==> config.mk <==
export PLATFORM = sky130hd
export DESIGN_NAME = vect_irq_ctrl
export DESIGN_NICKNAME = d
export VERILOG_FILES = /design/src/core/irq_pkg.sv /design/src/core/free_timer.sv /design/src/core/edge_irq.sv /design/src/core/vect_irq_ctrl.sv
export SDC_FILE = /design/constraint.sdc
export NUM_CORES = 1
export LEC_CHECK = 0
export BUFFER_PORTS_ARGS = -buffer_cell sky130_fd_sc_hd__buf_2
export CAP_MARGIN = 20
export CORE_ASPECT_RATIO = 2
export CORE_MARGIN = 10
export CORE_UTILIZATION = 40
export CTS_CLUSTER_SIZE = 8
export DETAILED_ROUTE_END_ITERATION = 8
export PLACE_DENSITY = 0.6
export RECOVER_POWER = 25
export SKIP_LAST_GASP = 1
export SLEW_MARGIN = 20
export SYNTH_ARGS = -nofsm -noshare
export SYNTH_HDL_FRONTEND = slang
export SYNTH_HIERARCHICAL = 1
export SYNTH_SLANG_ARGS = --single-unit
==> constraint.sdc <==
create_clock -name CLK_SYS -period 3.19 [get_ports CLK_SYS]
set_input_delay 0.638 -clock CLK_SYS [delete_from_list [all_inputs] [get_ports CLK_SYS]]
set_output_delay 0.638 -clock CLK_SYS [all_outputs]
set_load 0.01 [all_outputs]
==> src/core/irq_pkg.sv <==
/*
  Shared constants, types and helper functions for the vectored interrupt
  controller and its free-running timer.
  Assumes a single 10 MHz system clock and a processor core that takes
  vectored requests through a request and acknowledge handshake.
*/
// Operation
// - Seven maskable sources, each with own vector.
// - Sources: bus reset, taps, endpoints, wake, GPIO.
// - Timer taps interrupt periodically, no re-arming.
// - Endpoint interrupt only after transaction finishes.
// - Per-pin mask gates the combined GPIO request.
// - Per-pin polarity picks rising or falling edge.
// - Twelve-bit counter runs continuously at 1 MHz.
// - Counter supplies 128 us and 1.024 ms taps.
// - Counter readable anytime without disturbing count.
// - PS/2 line activity start raises an interrupt.
// - Acknowledge disables interrupts; return re-enables them.
package irq_pkg;

  // System clock and the timer tick rate.
  localparam int CLK_HZ        = 10_000_000;
  localparam int TICK_HZ       = 1_000_000;
  localparam int TICK_DIV      = CLK_HZ / TICK_HZ;

  // Timer geometry and tap periods, in nanoseconds and then in ticks.
  localparam int TIMER_W       = 12;
  localparam int TICK_NS       = 1_000_000_000 / TICK_HZ;
  localparam int TAP_FAST_NS   = 128_000;
  localparam int TAP_SLOW_NS   = 1_024_000;
  localparam int TAP_FAST_TICK = TAP_FAST_NS / TICK_NS;
  localparam int TAP_SLOW_TICK = TAP_SLOW_NS / TICK_NS;
  localparam logic [TIMER_W-1:0] TIMER_RESET = 12'h000;

  // Interrupt sources and vectors.
  localparam int NUM_SRC       = 7;
  localparam int VEC_W         = 14;
  localparam logic [VEC_W-1:0] VEC_BASE = 14'h0004;
  localparam logic [VEC_W-1:0] VEC_STEP = 14'h0002;
  localparam logic GIE_RESET   = 1'b0;

  // GPIO port width and the settling time of the pin filters after reset.
  localparam int GPIO_W        = 10;
  localparam logic [1:0] SETTLE_CYCLES = 2'h3;

  // One bit per source; bus reset sits in bit 0 and has top priority.
  typedef struct packed {
    logic gpio;
    logic wake;
    logic ep1;
    logic ep0;
    logic tap_slow;
    logic tap_fast;
    logic bus_reset;
  } irq_src_t;

  typedef enum logic [2:0] {
    ID_BUS_RESET = 3'h0,
    ID_TAP_FAST  = 3'h1,
    ID_TAP_SLOW  = 3'h2,
    ID_EP0       = 3'h3,
    ID_EP1       = 3'h4,
    ID_WAKE      = 3'h5,
    ID_GPIO      = 3'h6
  } irq_id_t;

  // Entry address of a source.
  function automatic logic [VEC_W-1:0] vector_of(input irq_id_t id);
    vector_of = VEC_BASE + VEC_STEP * {11'h000, id};
  endfunction : vector_of

  // Lowest set bit wins.
  function automatic irq_id_t pick_first(input logic [NUM_SRC-1:0] v);
    pick_first = ID_BUS_RESET;
    for (int i = NUM_SRC - 1; i >= 0; i--) begin
      if (v[i]) begin
        pick_first = irq_id_t'(i[2:0]);
      end
    end
  endfunction : pick_first

  // Bits of higher priority than a source.
  function automatic logic [NUM_SRC-1:0] above_mask(input irq_id_t id);
    above_mask = 7'((8'h01 << id) - 8'h01);
  endfunction : above_mask

endpackage : irq_pkg

==> src/core/free_timer.sv <==
/*
  Free-running timer: a prescaler turns the system clock into a 1 MHz
  tick, a counter advances on each tick, and two taps pulse on wrap of
  their low bits.
  Assumes the tap periods are powers of two no larger than the counter.
*/
`timescale 1ns/1ns
module free_timer
  import irq_pkg::*;
#(
  parameter int TW  = TIMER_W,
  parameter int DIV = TICK_DIV
) (
  input  wire logic          clk,
  input  wire logic          rst,
  input  wire logic          ce,
  output logic [TW-1:0]      count,
  output logic               tap_fast,
  output logic               tap_slow
);

  localparam logic [TW-1:0] FAST_MASK = TW'(TAP_FAST_TICK - 1);
  localparam logic [TW-1:0] SLOW_MASK = TW'(TAP_SLOW_TICK - 1);
  localparam logic [7:0]    DIV_LAST  = 8'(DIV - 1);

  logic [7:0] pre;
  logic       tick;

  assign tick = (pre == DIV_LAST);

  // Prescaler from the system clock down to the timer tick.
  always_ff @(posedge clk) begin
    if (rst) begin
      pre <= 8'h00;
    end else if (ce) begin
      pre <= tick ? 8'h00 : pre + 8'h01;
    end
  end

  always_ff @(posedge clk) begin
    if (rst) begin
      count <= TIMER_RESET;
    end else if (ce && tick) begin
      count <= count + TW'(1);
    end
  end

  always_ff @(posedge clk) begin
    if (rst) begin
      tap_fast <= 1'b0;
      tap_slow <= 1'b0;
    end else if (ce) begin
      tap_fast <= tick && ((count & FAST_MASK) == FAST_MASK);
      tap_slow <= tick && ((count & SLOW_MASK) == SLOW_MASK);
    end
  end

  a_count_steps: assert property (@(posedge clk) disable iff (rst)
    ce && tick |=> count == $past(count) + TW'(1))
    else $error("timer did not advance on its tick");

  a_fast_period: assert property (@(posedge clk) disable iff (rst)
    $rose(tap_fast) |-> ((count & FAST_MASK) == '0) && $past(ce && tick))
    else $error("fast tap pulsed off its wrap");

  a_slow_period: assert property (@(posedge clk) disable iff (rst)
    $rose(tap_slow) |-> ((count & SLOW_MASK) == '0) && $past(ce && tick))
    else $error("slow tap pulsed off its wrap");

endmodule : free_timer

==> src/core/edge_irq.sv <==
/*
  Edge interrupt from a group of asynchronous pins: three-stage
  synchronisers with agreement filter, per-pin polarity and mask, and one
  combined request pulse.
  Assumes pins may change at any time relative to the clock.
*/
`timescale 1ns/1ns
module edge_irq
  import irq_pkg::*;
#(
  parameter int W = GPIO_W
) (
  input  wire logic          clk,
  input  wire logic          rst,
  input  wire logic          ce,
  input  wire logic [W-1:0]  pin,
  input  wire logic [W-1:0]  mask,
  input  wire logic [W-1:0]  rising,
  output logic               req
);

  // The level and edge stages fill two cycles after the sync chain, so the
  // settle window covers them too; otherwise a pin that idles high gives a
  // false rising edge right after reset.
  localparam logic [2:0] SETTLE_END = 3'(SETTLE_CYCLES) + 3'h2;

  logic [W-1:0] sync1;
  logic [W-1:0] sync2;
  logic [W-1:0] sync3;
  logic [W-1:0] level;
  logic [W-1:0] level_d;
  logic [2:0]   settle;
  logic [W-1:0] trig;

  // Three flip-flops; only the second and third are compared.
  always_ff @(posedge clk) begin
    if (rst) begin
      sync1 <= '0;
      sync2 <= '0;
      sync3 <= '0;
    end else if (ce) begin
      sync1 <= pin;
      sync2 <= sync1;
      sync3 <= sync2;
    end
  end

  // A pin level is accepted once two stages agree.
  always_ff @(posedge clk) begin
    if (rst) begin
      level   <= '0;
      level_d <= '0;
    end else if (ce) begin
      level   <= (sync2 & sync3) | (level & (sync2 | sync3));
      level_d <= level;
    end
  end

  // Edges are ignored until the filter has seen the pins after reset.
  always_ff @(posedge clk) begin
    if (rst) begin
      settle <= 3'h0;
    end else if (ce && settle != SETTLE_END) begin
      settle <= settle + 3'h1;
    end
  end

  assign trig = (rising & level & ~level_d) | (~rising & ~level & level_d);

  always_ff @(posedge clk) begin
    if (rst) begin
      req <= 1'b0;
    end else if (ce) begin
      req <= (settle == SETTLE_END) && ((trig & mask) != '0);
    end
  end

  a_mask_blocks: assert property (@(posedge clk) disable iff (rst)
    req && $past(ce) |-> $past((trig & mask) != '0))
    else $error("request raised without an enabled pin edge");

  a_polarity_edge: assert property (@(posedge clk) disable iff (rst)
    req && $past(ce) |-> $past(((mask & rising & level & ~level_d)
                               | (mask & ~rising & ~level & level_d)) != '0))
    else $error("request raised by the wrong edge polarity");

endmodule : edge_irq

==> src/core/vect_irq_ctrl.sv <==
/*
  Vectored interrupt controller with its free-running timer. Seven
  sources latch into pending bits; the enabled pending source of highest
  priority is offered to the core with its entry address while the global
  enable is set. Acknowledge clears that pending bit and the global enable;
  the return from the service routine sets the enable again.
  Assumes USB engine, wake-up timer and core signals share CLK_SYS, and
  that GPIO and PS/2 lines are asynchronous pins.
  Pending bits latch even while their source is disabled, so a source
  that is enabled later is offered at once if it fired before.
*/
`timescale 1ns/1ns
module vect_irq_ctrl
  import irq_pkg::*;
#(
  parameter int GPIO_PINS = GPIO_W
) (
  input  wire logic                  CLK_SYS,
  input  wire logic                  RST,
  input  wire logic                  CE,
  input  wire logic                  USB_BUS_RESET,
  input  wire logic                  EP0_BUSY,
  input  wire logic                  EP1_BUSY,
  input  wire logic                  WAKE_TICK,
  input  wire logic [GPIO_PINS-1:0]  GPIO_PIN,
  input  wire logic [GPIO_PINS-1:0]  GPIO_MASK,
  input  wire logic [GPIO_PINS-1:0]  GPIO_RISING,
  input  wire logic                  PS2_MODE,
  input  wire logic                  PS2_SCLK,
  input  wire logic                  PS2_SDATA,
  input  irq_pkg::irq_src_t          IRQ_ENABLE,
  input  wire logic                  INT_ON,
  input  wire logic                  INT_OFF,
  input  wire logic                  IRQ_ACK,
  input  wire logic                  RETI_DONE,
  output logic                       IRQ_REQ,
  output irq_pkg::irq_id_t           IRQ_SOURCE,
  output logic [irq_pkg::VEC_W-1:0]  IRQ_VECTOR,
  output irq_pkg::irq_src_t          IRQ_PENDING,
  output logic                       INT_ENABLED,
  output logic [irq_pkg::TIMER_W-1:0] TIMER_VALUE
);

  logic [TIMER_W-1:0] timer_count;
  logic               tap_fast;
  logic               tap_slow;
  logic               gpio_req;
  logic               ps2_req;
  logic [1:0]         ep_busy_d;
  logic [1:0]         ep_done;
  irq_src_t           events;
  irq_src_t           clear_bits;
  irq_src_t           next_pending;
  logic               take;
  logic               next_gie;
  logic               next_req;
  logic [NUM_SRC-1:0] pend_vec;
  logic [NUM_SRC-1:0] en_vec;
  logic [NUM_SRC-1:0] live;

  assign pend_vec = IRQ_PENDING;
  assign en_vec   = IRQ_ENABLE;

  // The 1 MHz counter and its two periodic taps.
  free_timer #(
    .TW  (TIMER_W),
    .DIV (TICK_DIV)
  ) u_timer (
    .clk      (CLK_SYS),
    .rst      (RST),
    .ce       (CE),
    .count    (timer_count),
    .tap_fast (tap_fast),
    .tap_slow (tap_slow)
  );

  assign TIMER_VALUE = timer_count;

  // Port pins with per-pin mask and polarity, folded into one request.
  edge_irq #(
    .W (GPIO_PINS)
  ) u_gpio (
    .clk    (CLK_SYS),
    .rst    (RST),
    .ce     (CE),
    .pin    (GPIO_PIN),
    .mask   (GPIO_MASK),
    .rising (GPIO_RISING),
    .req    (gpio_req)
  );

  edge_irq #(
    .W (2)
  ) u_ps2 (
    .clk    (CLK_SYS),
    .rst    (RST),
    .ce     (CE),
    .pin    ({PS2_SCLK, PS2_SDATA}),
    .mask   ({2{PS2_MODE}}),
    .rising (2'h0),
    .req    (ps2_req)
  );

  // Endpoint busy levels are delayed once to find their falling edge.
  always_ff @(posedge CLK_SYS) begin
    if (RST) begin
      ep_busy_d <= 2'h0;
    end else if (CE) begin
      ep_busy_d <= {EP1_BUSY, EP0_BUSY};
    end
  end

  assign ep_done = ep_busy_d & ~{EP1_BUSY, EP0_BUSY};

  always_comb begin
    events           = '0;
    events.bus_reset = PS2_MODE ? ps2_req : USB_BUS_RESET;
    events.tap_fast  = tap_fast;
    events.tap_slow  = tap_slow;
    events.ep0       = ep_done[0];
    events.ep1       = ep_done[1];
    events.wake      = WAKE_TICK;
    events.gpio      = gpio_req;
  end

  // The core takes the offered request only while it is being offered.
  assign take = CE && IRQ_ACK && IRQ_REQ;

  always_comb begin
    clear_bits = '0;
    if (take) begin
      clear_bits = irq_src_t'(7'h01 << IRQ_SOURCE);
    end
    // A new event in the acknowledge cycle keeps its bit set.
    next_pending = (IRQ_PENDING & ~clear_bits) | events;
  end

  always_ff @(posedge CLK_SYS) begin
    if (RST) begin
      IRQ_PENDING <= '0;
    end else if (CE) begin
      IRQ_PENDING <= next_pending;
    end
  end

  always_comb begin
    next_gie = INT_ENABLED;
    if (take) begin
      next_gie = 1'b0;
    end else if (INT_OFF) begin
      next_gie = 1'b0;
    end else if (RETI_DONE || INT_ON) begin
      next_gie = 1'b1;
    end
  end

  always_ff @(posedge CLK_SYS) begin
    if (RST) begin
      INT_ENABLED <= GIE_RESET;
    end else if (CE) begin
      INT_ENABLED <= next_gie;
    end
  end

  assign live     = next_pending & en_vec;
  assign next_req = next_gie && (live != '0);

  always_ff @(posedge CLK_SYS) begin
    if (RST) begin
      IRQ_REQ    <= 1'b0;
      IRQ_SOURCE <= ID_BUS_RESET;
      IRQ_VECTOR <= vector_of(ID_BUS_RESET);
    end else if (CE) begin
      IRQ_REQ    <= next_req;
      IRQ_SOURCE <= pick_first(live);
      IRQ_VECTOR <= vector_of(pick_first(live));
    end
  end

  a_ack_disables: assert property (@(posedge CLK_SYS) disable iff (RST)
    take |=> !INT_ENABLED && !IRQ_REQ)
    else $error("acknowledge left interrupts enabled");

  a_reti_enables: assert property (@(posedge CLK_SYS) disable iff (RST)
    CE && RETI_DONE && !INT_OFF && !take |=> INT_ENABLED)
    else $error("return did not re-enable interrupts");

  a_req_gated: assert property (@(posedge CLK_SYS) disable iff (RST)
    IRQ_REQ |-> INT_ENABLED && pend_vec[IRQ_SOURCE])
    else $error("request offered while disabled or not pending");

  a_vector_match: assert property (@(posedge CLK_SYS) disable iff (RST)
    IRQ_REQ |-> IRQ_VECTOR == vector_of(IRQ_SOURCE))
    else $error("vector does not match the offered source");

  a_mask_source: assert property (@(posedge CLK_SYS) disable iff (RST)
    IRQ_REQ && $past(CE) |-> (($past(en_vec) >> IRQ_SOURCE) & 7'h01) != 7'h00)
    else $error("disabled source was offered");

  // pending bits only fall on acknowledge.
  a_pend_sticky: assert property (@(posedge CLK_SYS) disable iff (RST)
    !$past(RST) && (($past(pend_vec) & ~pend_vec) != '0) |-> $past(take))
    else $error("pending bit dropped without acknowledge");

  a_prio_fixed: assert property (@(posedge CLK_SYS) disable iff (RST)
    IRQ_REQ && $past(CE) |->
      ((pend_vec & $past(en_vec) & above_mask(IRQ_SOURCE)) == '0))
    else $error("a higher priority request was passed over");

  a_ep_after_busy: assert property (@(posedge CLK_SYS) disable iff (RST)
    $rose(IRQ_PENDING.ep0) |-> $past(ep_busy_d[0] && !EP0_BUSY))
    else $error("endpoint interrupt raised during its transaction");

  // bus reset source follows the mode.
  a_ps2_source: assert property (@(posedge CLK_SYS) disable iff (RST)
    $rose(IRQ_PENDING.bus_reset) |-> $past(PS2_MODE ? ps2_req : USB_BUS_RESET))
    else $error("bus reset source pended from the wrong mode");

  a_tap_pends: assert property (@(posedge CLK_SYS) disable iff (RST)
    CE && tap_fast |=> IRQ_PENDING.tap_fast)
    else $error("fast tap did not pend");

  a_slow_tap_pends: assert property (@(posedge CLK_SYS) disable iff (RST)
    CE && tap_slow |=> IRQ_PENDING.tap_slow)
    else $error("slow tap did not pend");

  a_wake_pends: assert property (@(posedge CLK_SYS) disable iff (RST)
    CE && WAKE_TICK |=> IRQ_PENDING.wake)
    else $error("wake-up tick did not pend");

  // bus reset pends in USB mode.
  a_usb_reset_pends: assert property (@(posedge CLK_SYS) disable iff (RST)
    CE && !PS2_MODE && USB_BUS_RESET |=> IRQ_PENDING.bus_reset)
    else $error("bus reset did not pend");

  a_ep_done_pends: assert property (@(posedge CLK_SYS) disable iff (RST)
    CE && (ep_done != 2'h0) |=>
      (({IRQ_PENDING.ep1, IRQ_PENDING.ep0} & $past(ep_done)) == $past(ep_done)))
    else $error("endpoint completion did not pend");

  // second endpoint pends after busy ends.
  a_ep1_after_busy: assert property (@(posedge CLK_SYS) disable iff (RST)
    $rose(IRQ_PENDING.ep1) |-> $past(ep_busy_d[1] && !EP1_BUSY))
    else $error("second endpoint interrupt raised during its transaction");

  a_gpio_pends: assert property (@(posedge CLK_SYS) disable iff (RST)
    CE && gpio_req |=> IRQ_PENDING.gpio)
    else $error("port request did not pend");

  a_off_wins: assert property (@(posedge CLK_SYS) disable iff (RST)
    CE && INT_OFF |=> !INT_ENABLED)
    else $error("disable pulse left interrupts enabled");

  a_on_enables: assert property (@(posedge CLK_SYS) disable iff (RST)
    CE && INT_ON && !INT_OFF && !take |=> INT_ENABLED)
    else $error("enable pulse did not set the global enable");

  a_req_offered: assert property (@(posedge CLK_SYS) disable iff (RST)
    INT_ENABLED && $past(CE) && ((pend_vec & $past(en_vec)) != '0) |-> IRQ_REQ)
    else $error("enabled pending source was not offered");

  a_ack_clears: assert property (@(posedge CLK_SYS) disable iff (RST)
    take && ((events & clear_bits) == '0) |=> ((pend_vec & $past(clear_bits)) == '0))
    else $error("acknowledged bit stayed pending");

  a_set_wins: assert property (@(posedge CLK_SYS) disable iff (RST)
    CE && ((events & clear_bits) != '0) |=> ((pend_vec & $past(clear_bits)) != '0))
    else $error("event in the acknowledge cycle was lost");

  // pending bits rise only on events.
  a_pend_from_event: assert property (@(posedge CLK_SYS) disable iff (RST)
    ((pend_vec & ~$past(pend_vec) & ~$past(events)) == '0))
    else $error("pending bit set without an event");

  a_pend_frozen: assert property (@(posedge CLK_SYS) disable iff (RST)
    !CE |=> $stable(IRQ_PENDING))
    else $error("pending bits changed while the clock enable was low");

endmodule : vect_irq_ctrl

# Word-level counts from Yosys, hierarchy flattened
# Index checks and enable logic that the tools add are counted.
[word_totals]
input_bits = 51
elab_cells = 98
out_inout_bits = 38
regBits = 118
[op_classes]
n_bitwise = 26
shift = 1
reduce_logical = 14
n_eq_ne = 7
addsub = 5
muxes = 15
[op_table]
columns = ["op", "n"]
rows = [
  ["10-bit bitwise AND", 7],
  ["10-bit NOT", 3],
  ["10-bit bitwise OR", 3],
  ["3-bit two-way mux", 9],
  ["7-bit bitwise AND", 2],
  ["12-bit by 1-bit adder with 12-bit output (second input constant)", 1],
  ["2-bit bitwise AND", 5],
  ["10-bit equality test (second input constant)", 1],
  ["1-bit logical AND", 10],
  ["10-bit nonzero test", 1],
  ["8-bit by 1-bit adder with 8-bit output (second input constant)", 1],
  ["8-bit by 4-bit equality test with 1-bit output (second input constant)", 1],
  ["8-bit two-way mux", 1],
  ["7-bit equality test (second input constant)", 1],
  ["7-bit two-way mux", 1],
  ["7-bit NOT", 1],
  ["7-bit bitwise OR", 1],
  ["7-bit nonzero test", 1],
  ["1-bit by 3-bit left shift with 7-bit output (first input constant)", 1],
  ["3-bit by 1-bit adder with 3-bit output (second input constant)", 2],
  ["3-bit equality test (second input constant)", 2],
  ["3-bit inequality test (second input constant)", 2],
  ["3-bit by 4-bit adder with 5-bit output (first input constant)", 1],
  ["1-bit two-way mux", 4],
  ["4 further kinds", 6],
]

# Longest topological paths before layout
[depth]
ltp_word = 17
mapped_depth = 9
ltp_nobuf = 8

# By module
# The synthesis kept the hierarchy.
[modules_own_cells]
columns = ["mod", "cells_each", "area_each_um2", "seq_area_each_um2", "n_inst"]
rows = [
  ["edge_irq (u_gpio)", 232, 2203.4, 1081.0, 1],
  ["vect_irq_ctrl", 132, 1113.6, 340.3, 1],
  ["free_timer", 110, 1004.7, 440.4, 1],
  ["edge_irq (u_ps2)", 62, 606.8, 280.3, 1],
]

# Least setup slack after synthesis
# OpenSTA, ideal clock, no wires.
[synth_timing]
kind = "input -> register"
from = "in CE"
to = "reg u_timer.count[10]"
setup_ns = 0.121
n_path_buf = 0
t_arrival_ns = 2.270
required_ns = 3.069
path_slack_ns = 0.799
cell_stages = 4
cell_sequence = "or4b_4 > or4_2 > nor2b_2 > mux2_2"
[synth_via]
elab_chain_len = 1
[synth_lines]
columns = ["item", "line", "rtl"]
rows = [
  ["from (decl)", "vect_irq_ctrl.sv:20", "input wire logic CE,"],
  ["1-bit logical AND", "free_timer.sv:43", "end else if (ce && tick) begin"],
  ["to (signal assigned)", "free_timer.sv:44", "count <= count + TW'(1);"],
  ["to (decl)", "free_timer.sv:17", "output logic [TW-1:0] count,"],
]
# Every way passes these cells.
# A chain may end at the register's enable or synchronous reset.

# Worst setup path after layout
[layout_timing]
from = "in RST"
to = "reg u_timer.tap_slow"
[layout_lines]
columns = ["item", "line", "rtl"]
rows = [
  ["from (decl)", "vect_irq_ctrl.sv:19", "input wire logic RST,"],
  ["to (signal assigned)", "free_timer.sv:54", "tap_slow <= tick && ((count & SLOW_MASK) == SLOW_MASK);"],
  ["to (decl)", "free_timer.sv:19", "output logic tap_slow"],
]
# No word-level cell between the ends.

==> summary.md <==
| Metric | Value |
|---|---|
| Outcome | finished, violations left |
| Failing checks | max-capacitance violations, max-slew violations |
| # rows | 57 |
| Via Count | 3,968 |
| CTS buffer count | 9 |
| Die Wd | 98.5 µm |
| CTS Root Cell | clkbuf_16 |
| Die area | 17,400 µm² |
| Crit end category | register |
| Core Util, Final | 46.9% |
| Vias in the first global route | 4,032 |
| Fin nets | 670 |
| GP Congestion | 0.855 |
| H-tree depth | 3 |
| RSZ-0062 raised after global routing | false |
| Final min period | 2.40 ns |
| Count of final setup violators | 0 |
| Clock Latency Late Sink | 0.35 ns |
| Worst hold slack | 0.465 ns |
| Routed length per instance | 15.1 µm |
| PwrDens | 481 nW/µm² |
| Period utilisation layout | 75.4% |
| Clock slew at reported path FFs | 0.08 ns |
| Post_cts resized | 0 |
| Post-CTS setup buffer count | 0 |
| Worst Max-Slew Pin Slew | 1.83 ns |
| Cells on worst reg2reg path | 8 |
| Synth Instances | 536 |
| Hold Path Class | reg2reg |
| GRT overflow | 0 |
| Initial drt markers | 163 |
| Worst Path Arrival | 2.65 ns |
| Area growth, synth to finish | 15.3% |
| Post-DRT Antenna Nets | 0 |
| Sequential area share after synthesis | 43.5% |
| Slowest cell on crit path | clkbuf_1 |
| Worst Min Path Start | u_ps2/sync3[0]$_SDFFE_PP0P_ |
| Port-buffer cells | 78 |
| Fin Setup TNS | 0 ns |
| Largest net degree at the start of global routing | 43 |
| CP Launch Point | RST |
| Post-synth EDFFs | 0 |
| Critical path cell sequence | clkbuf_1, buf_4, o21ba_2 |
| Hold depth | 2 |
| Top fanout value on the critical path | 40 |
| DP Worst Slack | 0.552 ns |
| Placed wire-length estimate | 8.73 mm |
| Reg-to-reg startpoint | IRQ_SOURCE[0]$_SDFFE_PP0P_ |
| Chip Height | 177 µm |
| Clock Tree Buf Depth | 2 |
| Wire length of the first global-routing pass | 19.1 mm |
| Top FF cell, synth | dfxtp_1 |
| Synth Warn # | 6 |
| Hold Buf Count CTS | 0 |
| Max VDD drop | 0.290 mV |
| Relative slew margins | -21.7% |
| Fin worst setup slack | 0.785 ns |
| Final Max Tran Viols | 41 |
| Synth unique cells | 74 |
| Clock sink count | 107 |
| Core area | 12,100 µm² |
| WL final | 11.5 mm |
| TritonCTS clock tree | done |
| Drt pass-1 iters | 4 |
| Critical path launch point type | input pin |
| Crit Path Category | in2reg |
| Starting density of the core | 40.7% |
| Max Cap Violations | 1 |
| Mapped cell area | 4930 µm² |
| Vias per cell | 5.20 |
| GRT Overall Usage | 13.1% |
| Worst Path Required | 3.43 ns |
| Number of remaining DRC errors | 0 |
| Clk_skew | 0.00964 ns |
| Fmax achieved | 0.416 GHz |
| Leakage | 2.35 nW |
| I/O pins | 89 |
| Initial antenna violation count | 0 |
| Max stage delay on crit path | 1.28 ns |
| Layout cells sized above 1 | 18.3% |
| Post-Syn Area per Cell | 9.19 µm² |
| Final hold viol count | 0 |
| Number of diodes | 0 |
| FF+latch count, synth | 107 |
| Synth async-reset ratio | 0% |
kinds of logic (layout without fill, tap and decap cells):
logic type | Yosys count | after routing | synth area share, %
DFF | 107 | 107 | 43.5
other | 1 | 14 | 0.0761
adders and majority gates | 8 | 8 | 2.03
and+or+nand+nor | 201 | 201 | 22.0
AOI/OAI and AO/OA | 111 | 111 | 14.6
xor gates and xnor gates | 16 | 16 | 2.84
buffers and inverters | 43 | 110 | 4.95
muxes | 49 | 49 | 10.0
where the power goes:
| group | leakage (nW) | internal, mW | switching, mW |
|---|---|---|---|
| Sequential | 0.869 | 1.37 | 0.0282 |
| Clock | 0.149 | 0.561 | 0.554 |
| Combinational | 1.34 | 0.0965 | 0.126 |
| Total | 2.35 | 2.03 | 0.709 |
cells in the final DEF, fill, tap and decap left out, types with 4 or more instances in the layout:
cell type and instances:
o22ai_1 4, nand4bb_1 5, dfxtp_1 107, clkbuf_16 9, ha_1 8, nand4b_1 5, xor2_1 7, nand2b_1 6
clkbuf_1 12, a21o_1 6, nor2b_1 7, nor3_1 9, xnor2_1 9, o21a_1 5, conb_1 14, nand2_1 25
and2_1 8, buf_4 8, buf_2 65, nor2_1 86, a21oi_1 33, mux2i_1 46, inv_8 4, nand3_1 6
inv_1 7, o21ai_0 31, nand4_1 8
worst max-delay path: cells and delay by family:
family / cells / cell delay (ns)
buf+inv: 2 / 1.78
compound gates: 1 / 0.20
registers in the layout (all words and copies together), names as in the netlist, 3 cells and up:
signal,flops
u_gpio/level_d,10
u_timer/count,12
u_gpio/sync1,10
u_gpio/sync2,10
u_timer/pre,8
IRQ_VECTOR,3
u_gpio/level,10
u_gpio/settle,3
u_gpio/sync3,10
IRQ_PENDING,7
u_ps2/settle,3
IRQ_SOURCE,3
stage by stage:
| step | instances | area, µm² | total power, mW |
|---|---|---|---|
| final | 763 | 5680 | 2.73 |
| after global routing | 763 | 5680 | 2.85 |
| after CTS | 763 | 5700 | 2.77 |
| after detailed placement | 747 | 5400 | 1.65 |
| after global placement | 747 | 5400 | 1.65 |
| after floorplan | 549 | 4980 | 1.58 |
synthesized netlist by cell type (all sizes together), types with 4 or more instances:
master | n | area, µm²
xor2 | 7 | 61.3
o22ai | 4 | 25.0
a21o | 6 | 45.0
nor2b | 9 | 61.3
nand3 | 7 | 40.0
ha | 8 | 100
nand4bb | 5 | 56.3
inv | 9 | 36.3
buf | 23 | 166
o21ai | 33 | 165
nand2 | 25 | 93.8
dfxtp | 107 | 2140
o21a | 5 | 37.5
clkbuf | 11 | 41.3
nand2b | 8 | 60.1
nand4b | 5 | 43.8
and2 | 8 | 50.1
xnor2 | 9 | 78.8
a21oi | 34 | 174
nand4 | 8 | 50.1
nor2 | 86 | 323
nor3 | 10 | 55.1
mux2i | 46 | 460
cell type report:
class,instances,area [µm²]
Clock buffer,9,225
Clock inverter,7,71.3
Fill cell,1193,6440
Inverter,9,36.3
Multi-Input combinational cell,399,2590
Sequential cell,107,2140
Tap cell,147,184
Timing Repair Buffer,85,430
layer usage:
| metal | vias to the layer above | routed length (µm) | global-route usage (%) |
|---|---|---|---|
| met1 | 1858 | 4640 | 13.7 |
| met3 | 25 | 440 | 3.21 |
| li1 | 2017 | - | - |
| met2 | 68 | 6110 | 23.5 |
| met5 | - | 0 | 0 |
| met4 | 0 | 338 | 6.48 |
path summary, 6_finish.rpt:
| path | endpoint | slack, ns |
|---|---|---|
| worst max-delay path | u_timer/tap_slow$_SDFFE_PP0P_ | 0.79 |
| worst min-delay path | u_ps2/level[0]$_SDFFE_PP0P_ | 0.46 |
| worst max register to register | IRQ_VECTOR[3]$_SDFFE_PP0P_ | 0.80 |
| worst min register to register | u_ps2/level[0]$_SDFFE_PP0P_ | 0.46 |
(Power assumes the default switching activity.)
